$ cat config.mk
export PLATFORM = sky130hd
export DESIGN_NAME = srr_status_regs
export DESIGN_NICKNAME = d
export VERILOG_FILES = /design/src/inc/srr_pkg.sv /design/src/logic/srr_status_regs.sv
export VERILOG_INCLUDE_DIRS = /design/src /design/src/inc
export SDC_FILE = /design/constraint.sdc
export NUM_CORES = 1
export LEC_CHECK = 0
export BUFFER_PORTS_ARGS = -buffer_cell sky130_fd_sc_hd__buf_4
export CAP_MARGIN = 10
export CORE_MARGIN = 2
export CORE_UTILIZATION = 60
export DETAILED_ROUTE_END_ITERATION = 7
export PLACE_DENSITY = 0.8
export SLEW_MARGIN = 20
export SYNTH_ARGS = -nofsm -noshare
export SYNTH_HDL_FRONTEND = slang
export SYNTH_SLANG_ARGS = --single-unit
export TNS_END_PERCENT = 100
$ cat constraint.sdc
create_clock -name clk_i -period 5.3 [get_ports clk_i]
set_clock_uncertainty 0.05 [all_clocks]
set_input_delay 0 -clock clk_i [delete_from_list [all_inputs] [get_ports clk_i]]
set_output_delay 0 -clock clk_i [all_outputs]
set_load 0.01 [all_outputs]
$ cat src/inc/srr_defs.svh
// register offsets, field positions and reset values of the status reporting block
`ifndef SRR_DEFS_SVH
`define SRR_DEFS_SVH
// ==================================================
// register byte offsets
`define SRR_QCOND_OFS 8'h00
`define SRR_QEVENT_OFS 8'h04
`define SRR_QENABLE_OFS 8'h08
`define SRR_OCOND_OFS 8'h0c
`define SRR_OEVENT_OFS 8'h10
`define SRR_OENABLE_OFS 8'h14
`define SRR_SEVENT_OFS 8'h18
`define SRR_SENABLE_OFS 8'h1c
`define SRR_SBYTE_OFS 8'h20
`define SRR_SRENABLE_OFS 8'h24
`define SRR_CMD_OFS 8'h28
`define SRR_PSC_OFS 8'h2c
`define SRR_ERRQ_OFS 8'h30
`define SRR_ERRCNT_OFS 8'h34
// ==================================================
// field positions
`define SRR_Q_USED 16'h0211
`define SRR_OP_SETTLED_BIT 8
`define SRR_SEV_OPC_BIT 0
`define SRR_SEV_QRY_BIT 2
`define SRR_SEV_DEV_BIT 3
`define SRR_SEV_EXE_BIT 4
`define SRR_SEV_CMD_BIT 5
`define SRR_SEV_PON_BIT 7
`define SRR_STB_EAV_BIT 2
`define SRR_STB_QUES_BIT 3
`define SRR_STB_ESB_BIT 5
`define SRR_STB_MSS_BIT 6
`define SRR_STB_OPER_BIT 7
`define SRR_CMD_CLS_BIT 0
`define SRR_CMD_PRESET_BIT 1
`define SRR_CMD_OPC_BIT 2
`define SRR_CMD_OPCQ_BIT 3
// ==================================================
// reset values and sizes
`define SRR_SEV_RST 8'h80
`define SRR_ERRQ_DEPTH 20
`define SRR_ERR_CHARS 80
`endif

$ cat src/inc/srr_pkg.sv
// types shared by the status reporting block
package srr_pkg;
  // ==================================================
  // wishbone carriers
  typedef struct packed {
    logic cyc;
    logic stb;
    logic we;
    logic [7:0] adr;
    logic [3:0] sel;
    logic [31:0] dat;
  } srr_wb_req_t;
  typedef struct packed {
    logic ack;
    logic [31:0] dat;
  } srr_wb_rsp_t;
  // ==================================================
  // standard event sources, one-cycle pulses
  typedef struct packed {
    logic query_err;
    logic dev_err;
    logic exec_err;
    logic cmd_err;
  } srr_sev_in_t;
endpackage : srr_pkg

$ cat src/logic/srr_status_regs.sv
// status reporting register bank with wishbone slave and error queue
//
// Implementation choices: the Wishbone interface to the registers and the address map.
`timescale 1ns/1ps
`include "srr_defs.svh"
// Overview of operation
// - operation event cleared by clear-status or read
// - operation mask cleared at power-up, preset, write zero
// - error queue holds twenty entries, read FIFO
// - questionable condition read returns weighted sum
// - questionable mask selects summary contributors
// - operation condition uses only filter-settled bit
// - operation event bit eight latches settling
// - preset clears questionable and operation masks
// - clear-status clears all events and their summary bits; error queue kept
// - standard event mask selects summary contributors
// - standard event read returns weighted sum
// - operation complete sets standard event bit zero
// - completion query replies one after completion
// - power-on-clear setting decides standard event and service mask clearing
// - power-on-clear read returns stored setting
// - service mask selects request bits, readable
// - questionable and standard masks are readable
// - standard event cleared by clear-status or read
// - questionable bits: volts, temperature, ohms only
// - standard event bit meanings; bits one, six zero
module srr_status_regs #(
  parameter int ERRQ_DEPTH = `SRR_ERRQ_DEPTH,
  parameter int ERR_W = 16
) (
  // clock and reset
  input wire logic clk_i,
  input wire logic rst_i,
  // register bus
  input srr_pkg::srr_wb_req_t wb_req_i,
  output srr_pkg::srr_wb_rsp_t wb_rsp_o,
  // measurement state
  input wire logic [15:0] ques_cond_i,
  input wire logic filter_settled_i,
  input srr_pkg::srr_sev_in_t sev_in_i,
  input wire logic cmds_done_i,
  // error queue fill
  input wire logic err_push_i,
  input wire logic [ERR_W-1:0] err_code_i,
  // non-volatile power-on-clear
  input wire logic psc_nv_i,
  output logic psc_o,
  output logic psc_save_o,
  // replies and service request
  output logic opc_reply_o,
  output logic [7:0] status_byte_o,
  output logic srq_o
);
  import srr_pkg::*;
  localparam int PW = (ERRQ_DEPTH > 1) ? $clog2(ERRQ_DEPTH) : 1;
  localparam int CW = $clog2(ERRQ_DEPTH + 1);

  // ==================================================
  // helpers
  function automatic logic hit(input logic [7:0] a, input logic [7:0] ofs);
    return a[7:2] == ofs[7:2];
  endfunction : hit

  function automatic logic [31:0] merge(input logic [31:0] old, input logic [31:0] nw, input logic [3:0] sel);
    logic [31:0] r;
    r = old;
    for (int i = 0; i < 4; i++)
    begin
      if (sel[i])
        r[i*8 +: 8] = nw[i*8 +: 8];
    end
    return r;
  endfunction : merge
  function automatic logic [PW-1:0] next_ptr(input logic [PW-1:0] p);
    return (p == PW'(ERRQ_DEPTH - 1)) ? '0 : PW'(p + 1'b1);
  endfunction : next_ptr

  // ==================================================
  // state
  logic ack_q;
  logic [31:0] rdat_q;
  logic [15:0] q_prev_q, q_ev_q, q_ev_d, q_en_q, q_en_d;
  logic o_prev_q;
  logic [15:0] o_ev_q, o_ev_d, o_en_q, o_en_d;
  logic [7:0] sev_q, sev_d, ese_q, ese_d, sre_q, sre_d, stb_q;
  logic psc_q, psc_save_q;
  logic opc_pend_q, opcq_pend_q, opc_reply_q;
  logic [ERR_W-1:0] errq_mem [ERRQ_DEPTH];
  logic [PW-1:0] wptr_q, rptr_q;
  logic [CW-1:0] ecnt_q, ecnt_d;

  // ==================================================
  // bus decode
  wire acc = wb_req_i.cyc & wb_req_i.stb & ~ack_q;
  wire wr = acc & wb_req_i.we;
  wire rd = acc & ~wb_req_i.we;
  wire [7:0] a = wb_req_i.adr;
  wire [31:0] wmrg_q = merge({16'h0000, q_en_q}, wb_req_i.dat, wb_req_i.sel);
  wire [31:0] wmrg_o = merge({16'h0000, o_en_q}, wb_req_i.dat, wb_req_i.sel);
  wire [31:0] wmrg_e = merge({24'h000000, ese_q}, wb_req_i.dat, wb_req_i.sel);
  wire [31:0] wmrg_s = merge({24'h000000, sre_q}, wb_req_i.dat, wb_req_i.sel);
  wire [31:0] wmrg_c = merge(32'h00000000, wb_req_i.dat, wb_req_i.sel);
  wire [31:0] wmrg_p = merge({31'h00000000, psc_q}, wb_req_i.dat, wb_req_i.sel);
  wire cmd_wr = wr & hit(a, `SRR_CMD_OFS);
  wire cls = cmd_wr & wmrg_c[`SRR_CMD_CLS_BIT];
  wire preset = cmd_wr & wmrg_c[`SRR_CMD_PRESET_BIT];
  wire opc_cmd = cmd_wr & wmrg_c[`SRR_CMD_OPC_BIT];
  wire opcq_cmd = cmd_wr & wmrg_c[`SRR_CMD_OPCQ_BIT];

  // ==================================================
  // condition and event registers
  wire [15:0] q_cond = ques_cond_i & `SRR_Q_USED;
  wire [15:0] q_rise = q_cond & ~q_prev_q;
  wire [15:0] o_cond = {7'h00, filter_settled_i, 8'h00};
  wire o_rise = filter_settled_i & ~o_prev_q;
  wire q_ev_clr = cls | (rd & hit(a, `SRR_QEVENT_OFS));
  wire o_ev_clr = cls | (rd & hit(a, `SRR_OEVENT_OFS));
  wire sev_clr = cls | (rd & hit(a, `SRR_SEVENT_OFS));
  wire opc_fire = opc_pend_q & cmds_done_i;
  // a reading overload also counts as a device error
  wire [7:0] sev_set = {2'b00, sev_in_i.cmd_err, sev_in_i.exec_err, sev_in_i.dev_err | (|q_rise),
                        sev_in_i.query_err, 1'b0, opc_fire};

  // set wins over a clear arriving in the same cycle
  assign q_ev_d = (q_ev_clr ? 16'h0000 : q_ev_q) | q_rise;
  assign o_ev_d = (o_ev_clr ? 16'h0000 : o_ev_q) | {7'h00, o_rise, 8'h00};
  assign sev_d = (sev_clr ? 8'h00 : sev_q) | sev_set;
  // ==================================================
  // enable masks; writing zero simply stores zero
  assign q_en_d = preset ? 16'h0000 : (wr & hit(a, `SRR_QENABLE_OFS)) ? wmrg_q[15:0] : q_en_q;
  assign o_en_d = preset ? 16'h0000 : (wr & hit(a, `SRR_OENABLE_OFS)) ? wmrg_o[15:0] : o_en_q;
  assign ese_d = (wr & hit(a, `SRR_SENABLE_OFS)) ? wmrg_e[7:0] : ese_q;
  assign sre_d = (wr & hit(a, `SRR_SRENABLE_OFS)) ? wmrg_s[7:0] : sre_q;
  wire psc_wr = wr & hit(a, `SRR_PSC_OFS);

  // ==================================================
  // error queue
  wire errq_ne = ecnt_q != '0;
  wire push = err_push_i & (ecnt_q != CW'(ERRQ_DEPTH)); // full queue drops new entries
  wire pop = rd & hit(a, `SRR_ERRQ_OFS) & errq_ne;
  assign ecnt_d = CW'(ecnt_q + CW'(push) - CW'(pop));
  wire [31:0] errq_head = errq_ne ? {{(32 - ERR_W){1'b0}}, errq_mem[rptr_q]} : 32'h00000000;

  // ==================================================
  // status byte
  wire [7:0] stb_raw = {|(o_ev_q & o_en_q), 1'b0, |(sev_q & ese_q), 2'b00,
                        errq_ne, 2'b00} | {4'h0, |(q_ev_q & q_en_q), 3'b000};
  wire mss = |(stb_raw & sre_q);
  wire [7:0] stb_d = stb_raw | {1'b0, mss, 6'h00};

  // ==================================================
  // read mux
  wire [31:0] rmux =
    ({32{hit(a, `SRR_QCOND_OFS)}} & {16'h0000, q_cond}) |
    ({32{hit(a, `SRR_QEVENT_OFS)}} & {16'h0000, q_ev_q}) |
    ({32{hit(a, `SRR_QENABLE_OFS)}} & {16'h0000, q_en_q}) |
    ({32{hit(a, `SRR_OCOND_OFS)}} & {16'h0000, o_cond}) |
    ({32{hit(a, `SRR_OEVENT_OFS)}} & {16'h0000, o_ev_q}) |
    ({32{hit(a, `SRR_OENABLE_OFS)}} & {16'h0000, o_en_q}) |
    ({32{hit(a, `SRR_SEVENT_OFS)}} & {24'h000000, sev_q}) |
    ({32{hit(a, `SRR_SENABLE_OFS)}} & {24'h000000, ese_q}) |
    ({32{hit(a, `SRR_SBYTE_OFS)}} & {24'h000000, stb_q}) |
    ({32{hit(a, `SRR_SRENABLE_OFS)}} & {24'h000000, sre_q}) |
    ({32{hit(a, `SRR_PSC_OFS)}} & {31'h00000000, psc_q}) |
    ({32{hit(a, `SRR_ERRQ_OFS)}} & errq_head) |
    ({32{hit(a, `SRR_ERRCNT_OFS)}} & {{(32 - CW){1'b0}}, ecnt_q});

  // ==================================================
  // flops
  always_ff @(posedge clk_i)
  begin
    ack_q <= rst_i ? 1'b0 : acc;
    rdat_q <= rst_i ? 32'h00000000 : (rd ? rmux : rdat_q);
  end

  always_ff @(posedge clk_i)
  begin
    if (rst_i)
    begin
      q_prev_q <= 16'h0000;
      q_ev_q <= 16'h0000;
      q_en_q <= 16'h0000;
      o_prev_q <= 1'b0;
      o_ev_q <= 16'h0000;
      o_en_q <= 16'h0000;
      sev_q <= `SRR_SEV_RST;
      stb_q <= 8'h00;
    end
    else
    begin
      q_prev_q <= q_cond;
      q_ev_q <= q_ev_d;
      q_en_q <= q_en_d;
      o_prev_q <= filter_settled_i;
      o_ev_q <= o_ev_d;
      o_en_q <= o_en_d;
      sev_q <= sev_d;
      stb_q <= stb_d;
    end
  end

  // these masks survive power-up unless the stored setting asks to clear them
  always_ff @(posedge clk_i)
  begin
    if (rst_i)
    begin
      if (psc_nv_i)
      begin
        ese_q <= 8'h00;
        sre_q <= 8'h00;
      end
    end
    else
    begin
      ese_q <= ese_d;
      sre_q <= sre_d;
    end
  end

  always_ff @(posedge clk_i)
  begin
    if (rst_i)
    begin
      psc_q <= psc_nv_i;
      psc_save_q <= 1'b0;
      opc_pend_q <= 1'b0;
      opcq_pend_q <= 1'b0;
      opc_reply_q <= 1'b0;
    end
    else
    begin
      psc_q <= psc_wr ? wmrg_p[0] : psc_q;
      psc_save_q <= psc_wr;
      opc_pend_q <= opc_cmd | (opc_pend_q & ~cmds_done_i);
      opcq_pend_q <= opcq_cmd | (opcq_pend_q & ~cmds_done_i);
      opc_reply_q <= opcq_pend_q & cmds_done_i;
    end
  end

  always_ff @(posedge clk_i)
  begin
    if (rst_i)
    begin
      wptr_q <= '0;
      rptr_q <= '0;
      ecnt_q <= '0;
    end
    else
    begin
      wptr_q <= push ? next_ptr(wptr_q) : wptr_q;
      rptr_q <= pop ? next_ptr(rptr_q) : rptr_q;
      ecnt_q <= ecnt_d;
    end
  end

  always_ff @(posedge clk_i)
  begin
    if (push)
      errq_mem[wptr_q] <= err_code_i;
  end

  // ==================================================
  // outputs
  assign wb_rsp_o.ack = ack_q;
  assign wb_rsp_o.dat = rdat_q;
  assign psc_o = psc_q;
  assign psc_save_o = psc_save_q;
  assign opc_reply_o = opc_reply_q;
  assign status_byte_o = stb_q;
  assign srq_o = stb_q[`SRR_STB_MSS_BIT];
endmodule : srr_status_regs

==> results.json <==
{
  "slew_violations": 0,
  "initial_core_util_pct": 60.44,
  "fin_crit_sh_pct": 63.17,
  "whs_endpoint": "wptr_q[2]",
  "grt_max_degree": 59,
  "placementRows": 62,
  "crit_type": "register to register",
  "seq_area_mm2": 0.01197,
  "remaining_drc_errors": 0,
  "ys_async_sr_fraction_pct": 0,
  "cp.required_ps": 5710,
  "first_iter_violations": 1395,
  "crit_fanout": 20,
  "numCtsBuffers": 43,
  "synthDistinctLibCells": 69,
  "drive_gt1_share_pct": 24.00,
  "clock.fmax_ghz": 0.2987,
  "final_hold_viol_count": 0,
  "cp-start-kind": "register",
  "switchingPower_mw": 1.468,
  "dr.pass1.iters": 8,
  "cts_buffer_depth": 3,
  "tightest_slew_ps": 989.7,
  "setup_tns_ps": 0,
  "ant_nets": 0,
  "drt-wirelength-per-cell_um": 25.13,
  "finalNetCount": 1348,
  "n_antenna_cell": 0,
  "place.gp.congestion": 0.8845,
  "min_period_ps": 3348,
  "yosysWarnings": 0,
  "ios": 134,
  "rr_endpoint": "ecnt_q[4]",
  "r2r_slack_ps": 1950,
  "fp.dieArea_mm2": 0.03013,
  "cap_violations": 0,
  "r2r_cells": 16,
  "critPathArrivalTime_ps": 3760,
  "core_area_mm2": 0.02855,
  "slew_headroom_pct": 33.41,
  "crit-reg2reg-launch": "ecnt_q[2]",
  "viasPerCell": 6.362,
  "rsz0062_at_grt": "false",
  "slowest_delay_ps": 700,
  "ys_seq_area_share_pct": 69.32,
  "cts.sinks": 429,
  "track_usage_pct": 27.88,
  "hold_depth": 4,
  "syn_area_mm2": 0.01726,
  "path_clk_slew_ps": 60,
  "grt_pass1_vias": 10580,
  "area_growth_pct": 17.24,
  "grt-ovfl-total": 0,
  "p_sw_share_pct": 20.89,
  "p_per_area_mw_per_mm2": 347.3,
  "hold_class": "primary input to register",
  "synth_seq_cells": 429,
  "hold_slack_ps": 8.420,
  "die_w_um": 173.6,
  "multiInputGateArea_mm2": 0.004923,
  "power_frac_clock_pct": 41.6,
  "die_y_um": 173.6,
  "grt_pass1_wl_um": 62850,
  "tritoncts": "done",
  "post_cts_resized": 0,
  "cts_root_buffer": "clkbuf_16",
  "internal_power_mw": 5.559,
  "worstHoldStart": "err_push_i",
  "dp_hpwl_um": 25360,
  "synth_edf_count": 337,
  "leakage_nw": 6.963,
  "syn_area_per_cell_um2": 15.83,
  "crit_path_frequent_cell": "inv_1",
  "clkLatencyLatePin_ps": 540,
  "crit_chain": "inv_1 > ha_1 > nor4b_1 > nor4_4 > buf_4 > nand2_1 > or2_2 > nand2_1 > ha_1 > inv_1 > fa_1 > inv_1 > a21oi_1 > nor2_1 > or3_1 > a21oi_1",
  "seq_power_share_pct": 53.2,
  "wirelength_um": 41790,
  "run_status": "complete, no violations",
  "htree_levels": 2,
  "syn-instance-count": 1090,
  "combinationalPowerShare_pct": 5.2,
  "slowest_stage": "nor4b_1",
  "fillers": 1754,
  "setup_violations": 0,
  "vias": 10580,
  "ir_drop_uv": 338.3,
  "synth-main-ff-cell": "edfxtp_1",
  "io_buffers": 81,
  "antenna_found_initial": 0,
  "endpoint_kind": "register"
}
==> per-layer routing <==
metal  track usage (%)  part of all wire [%]
met4             12.22                   4.3
met5                 0                     0
met2             45.85                    49
met1             36.53                    38
met3             5.680                   9.5
==> power by group through the flow <==
stage | Combinational [mW] | Sequential [mW] | Clock, mW
global placement | 0.317 | 3.80 | 0
detailed placement | 0.326 | 3.80 | 0
global route | 0.397 | 3.74 | 3.07
finish | 0.367 | 3.73 | 2.92
floorplan | 0.184 | 3.80 | 0
CTS | 0.362 | 3.73 | 2.95
==> through the flow <==
step | utilization [%] | total power [mW] | cell area (µm²) | worst slack, ps | cells
floorplan | - | 3.982 | 17320 | 2733 | 1108
global placement | 64.03 | 4.117 | 18280 | 2093 | 1529
detailed placement | 64.03 | 4.130 | 18280 | 2021 | 1529
CTS | 70.85 | 7.048 | 20230 | 2012 | 1663
global route | 70.86 | 7.204 | 20230 | 1707 | 1663
finish | 70.86 | 7.026 | 20230 | 1952 | 1663
==> sequential cells by signal, indices dropped and copies added, names as in the netlist, 3 cells and up, named ones only <==
| signal | cells |
|---|---|
| ecnt_q | 5 |
| errq_mem | 320 |
| ese_q | 8 |
| o_en_q | 16 |
| q_en_q | 16 |
| q_ev_q | 3 |
| q_prev_q | 3 |
| rdat_q | 16 |
| rptr_q | 5 |
| sev_q | 6 |
| sre_q | 8 |
| status_byte_o | 5 |
| wptr_q | 5 |
==> logic make-up after synthesis <==
group / share of synthesized area, %
buffers and inverters: 2.719
and+or+nand+nor: 6.968
AOI/OAI and AO/OA: 7.027
DFF: 69.32
xor gates and xnor gates: 0.2538
other: 0.02173
adders and majority gates: 0.8411
muxes: 12.85
==> cells in the final DEF, fill, tap and decap left out, drive strengths merged, types with 11 or more instances in the layout <==
cell and count:
a21oi 35, a22oi 11, and3 13, buf 113, clkbuf 61, conb 19, dfxtp 92, dlygate4sd3 58
edfxtp 337, inv 18, mux2 36, mux2i 46, mux4 60, nand2 39, nand3 14, nor2 83
nor2b 26, o21ai 47, o22ai 26
==> final cells by class <==
type                    instances  area share [%]
inverters                      16          0.2969
multi-input cells             587           24.34
clock inverters                15          0.7051
flip-flops and latches        429           59.17
well taps                     384           2.375
repair buffers                171           7.063
clock buffers                  61           6.055
==> worst max-delay path by stage <==
stage,to,start,slack [ps]
floorplan,ecnt_q[4],ecnt_q[2],2730
global placement,ecnt_q[4],ecnt_q[2],2090
detailed placement,ecnt_q[4],ecnt_q[2],2020
CTS,ecnt_q[4],ecnt_q[2],2010
global route,ecnt_q[4],ecnt_q[2],1710
finish,ecnt_q[4],ecnt_q[2],1950
==> worst max-delay path, delay by kind of cell, from the launching register on <==
family | cells | cell delay (ps)
AO/OA/AOI/OAI | 2 | 280
adder cells (fa/ha/maj) | 3 | 560
buffers and inverters | 4 | 500
flip-flops | 1 | 310
AND/OR/NAND/NOR | 7 | 1570
==> synthesized netlist by cell type (all sizes together) (3+ instances only) <==
master,instances,area (µm²)
a211o,7,61.31
a211oi,5,37.54
a21oi,35,175.2
a221oi,10,87.58
a22o,9,78.83
a22oi,11,82.58
a31oi,5,31.28
a32oi,4,35.03
and3,13,81.33
buf,51,315.3
clkbuf,25,93.84
dfxtp,92,1842
edfxtp,337,10120
ha,10,125.1
inv,16,60.06
mux2,36,405.4
mux2i,46,460.4
mux4,60,1351
nand2,39,146.4
nand2b,8,50.05
nand3,14,95.09
nor2,83,334.1
nor2b,26,162.7
nor3,10,55.05
nor3b,4,30.03
nor4,4,31.28
nor4b,3,38.79
o21ai,47,235.2
o22ai,26,162.7
o31ai,6,45.04
or2,4,25.02
or3,5,31.28
xor2,3,26.28
==> timing repair <==
action	in CTS	in global routing
endpoints found under the setup margin	0	0
hold endpoints to repair	431	0
buffers inserted	0	0
hold buffers	58	0
Power figures use the tool's default switching activity.
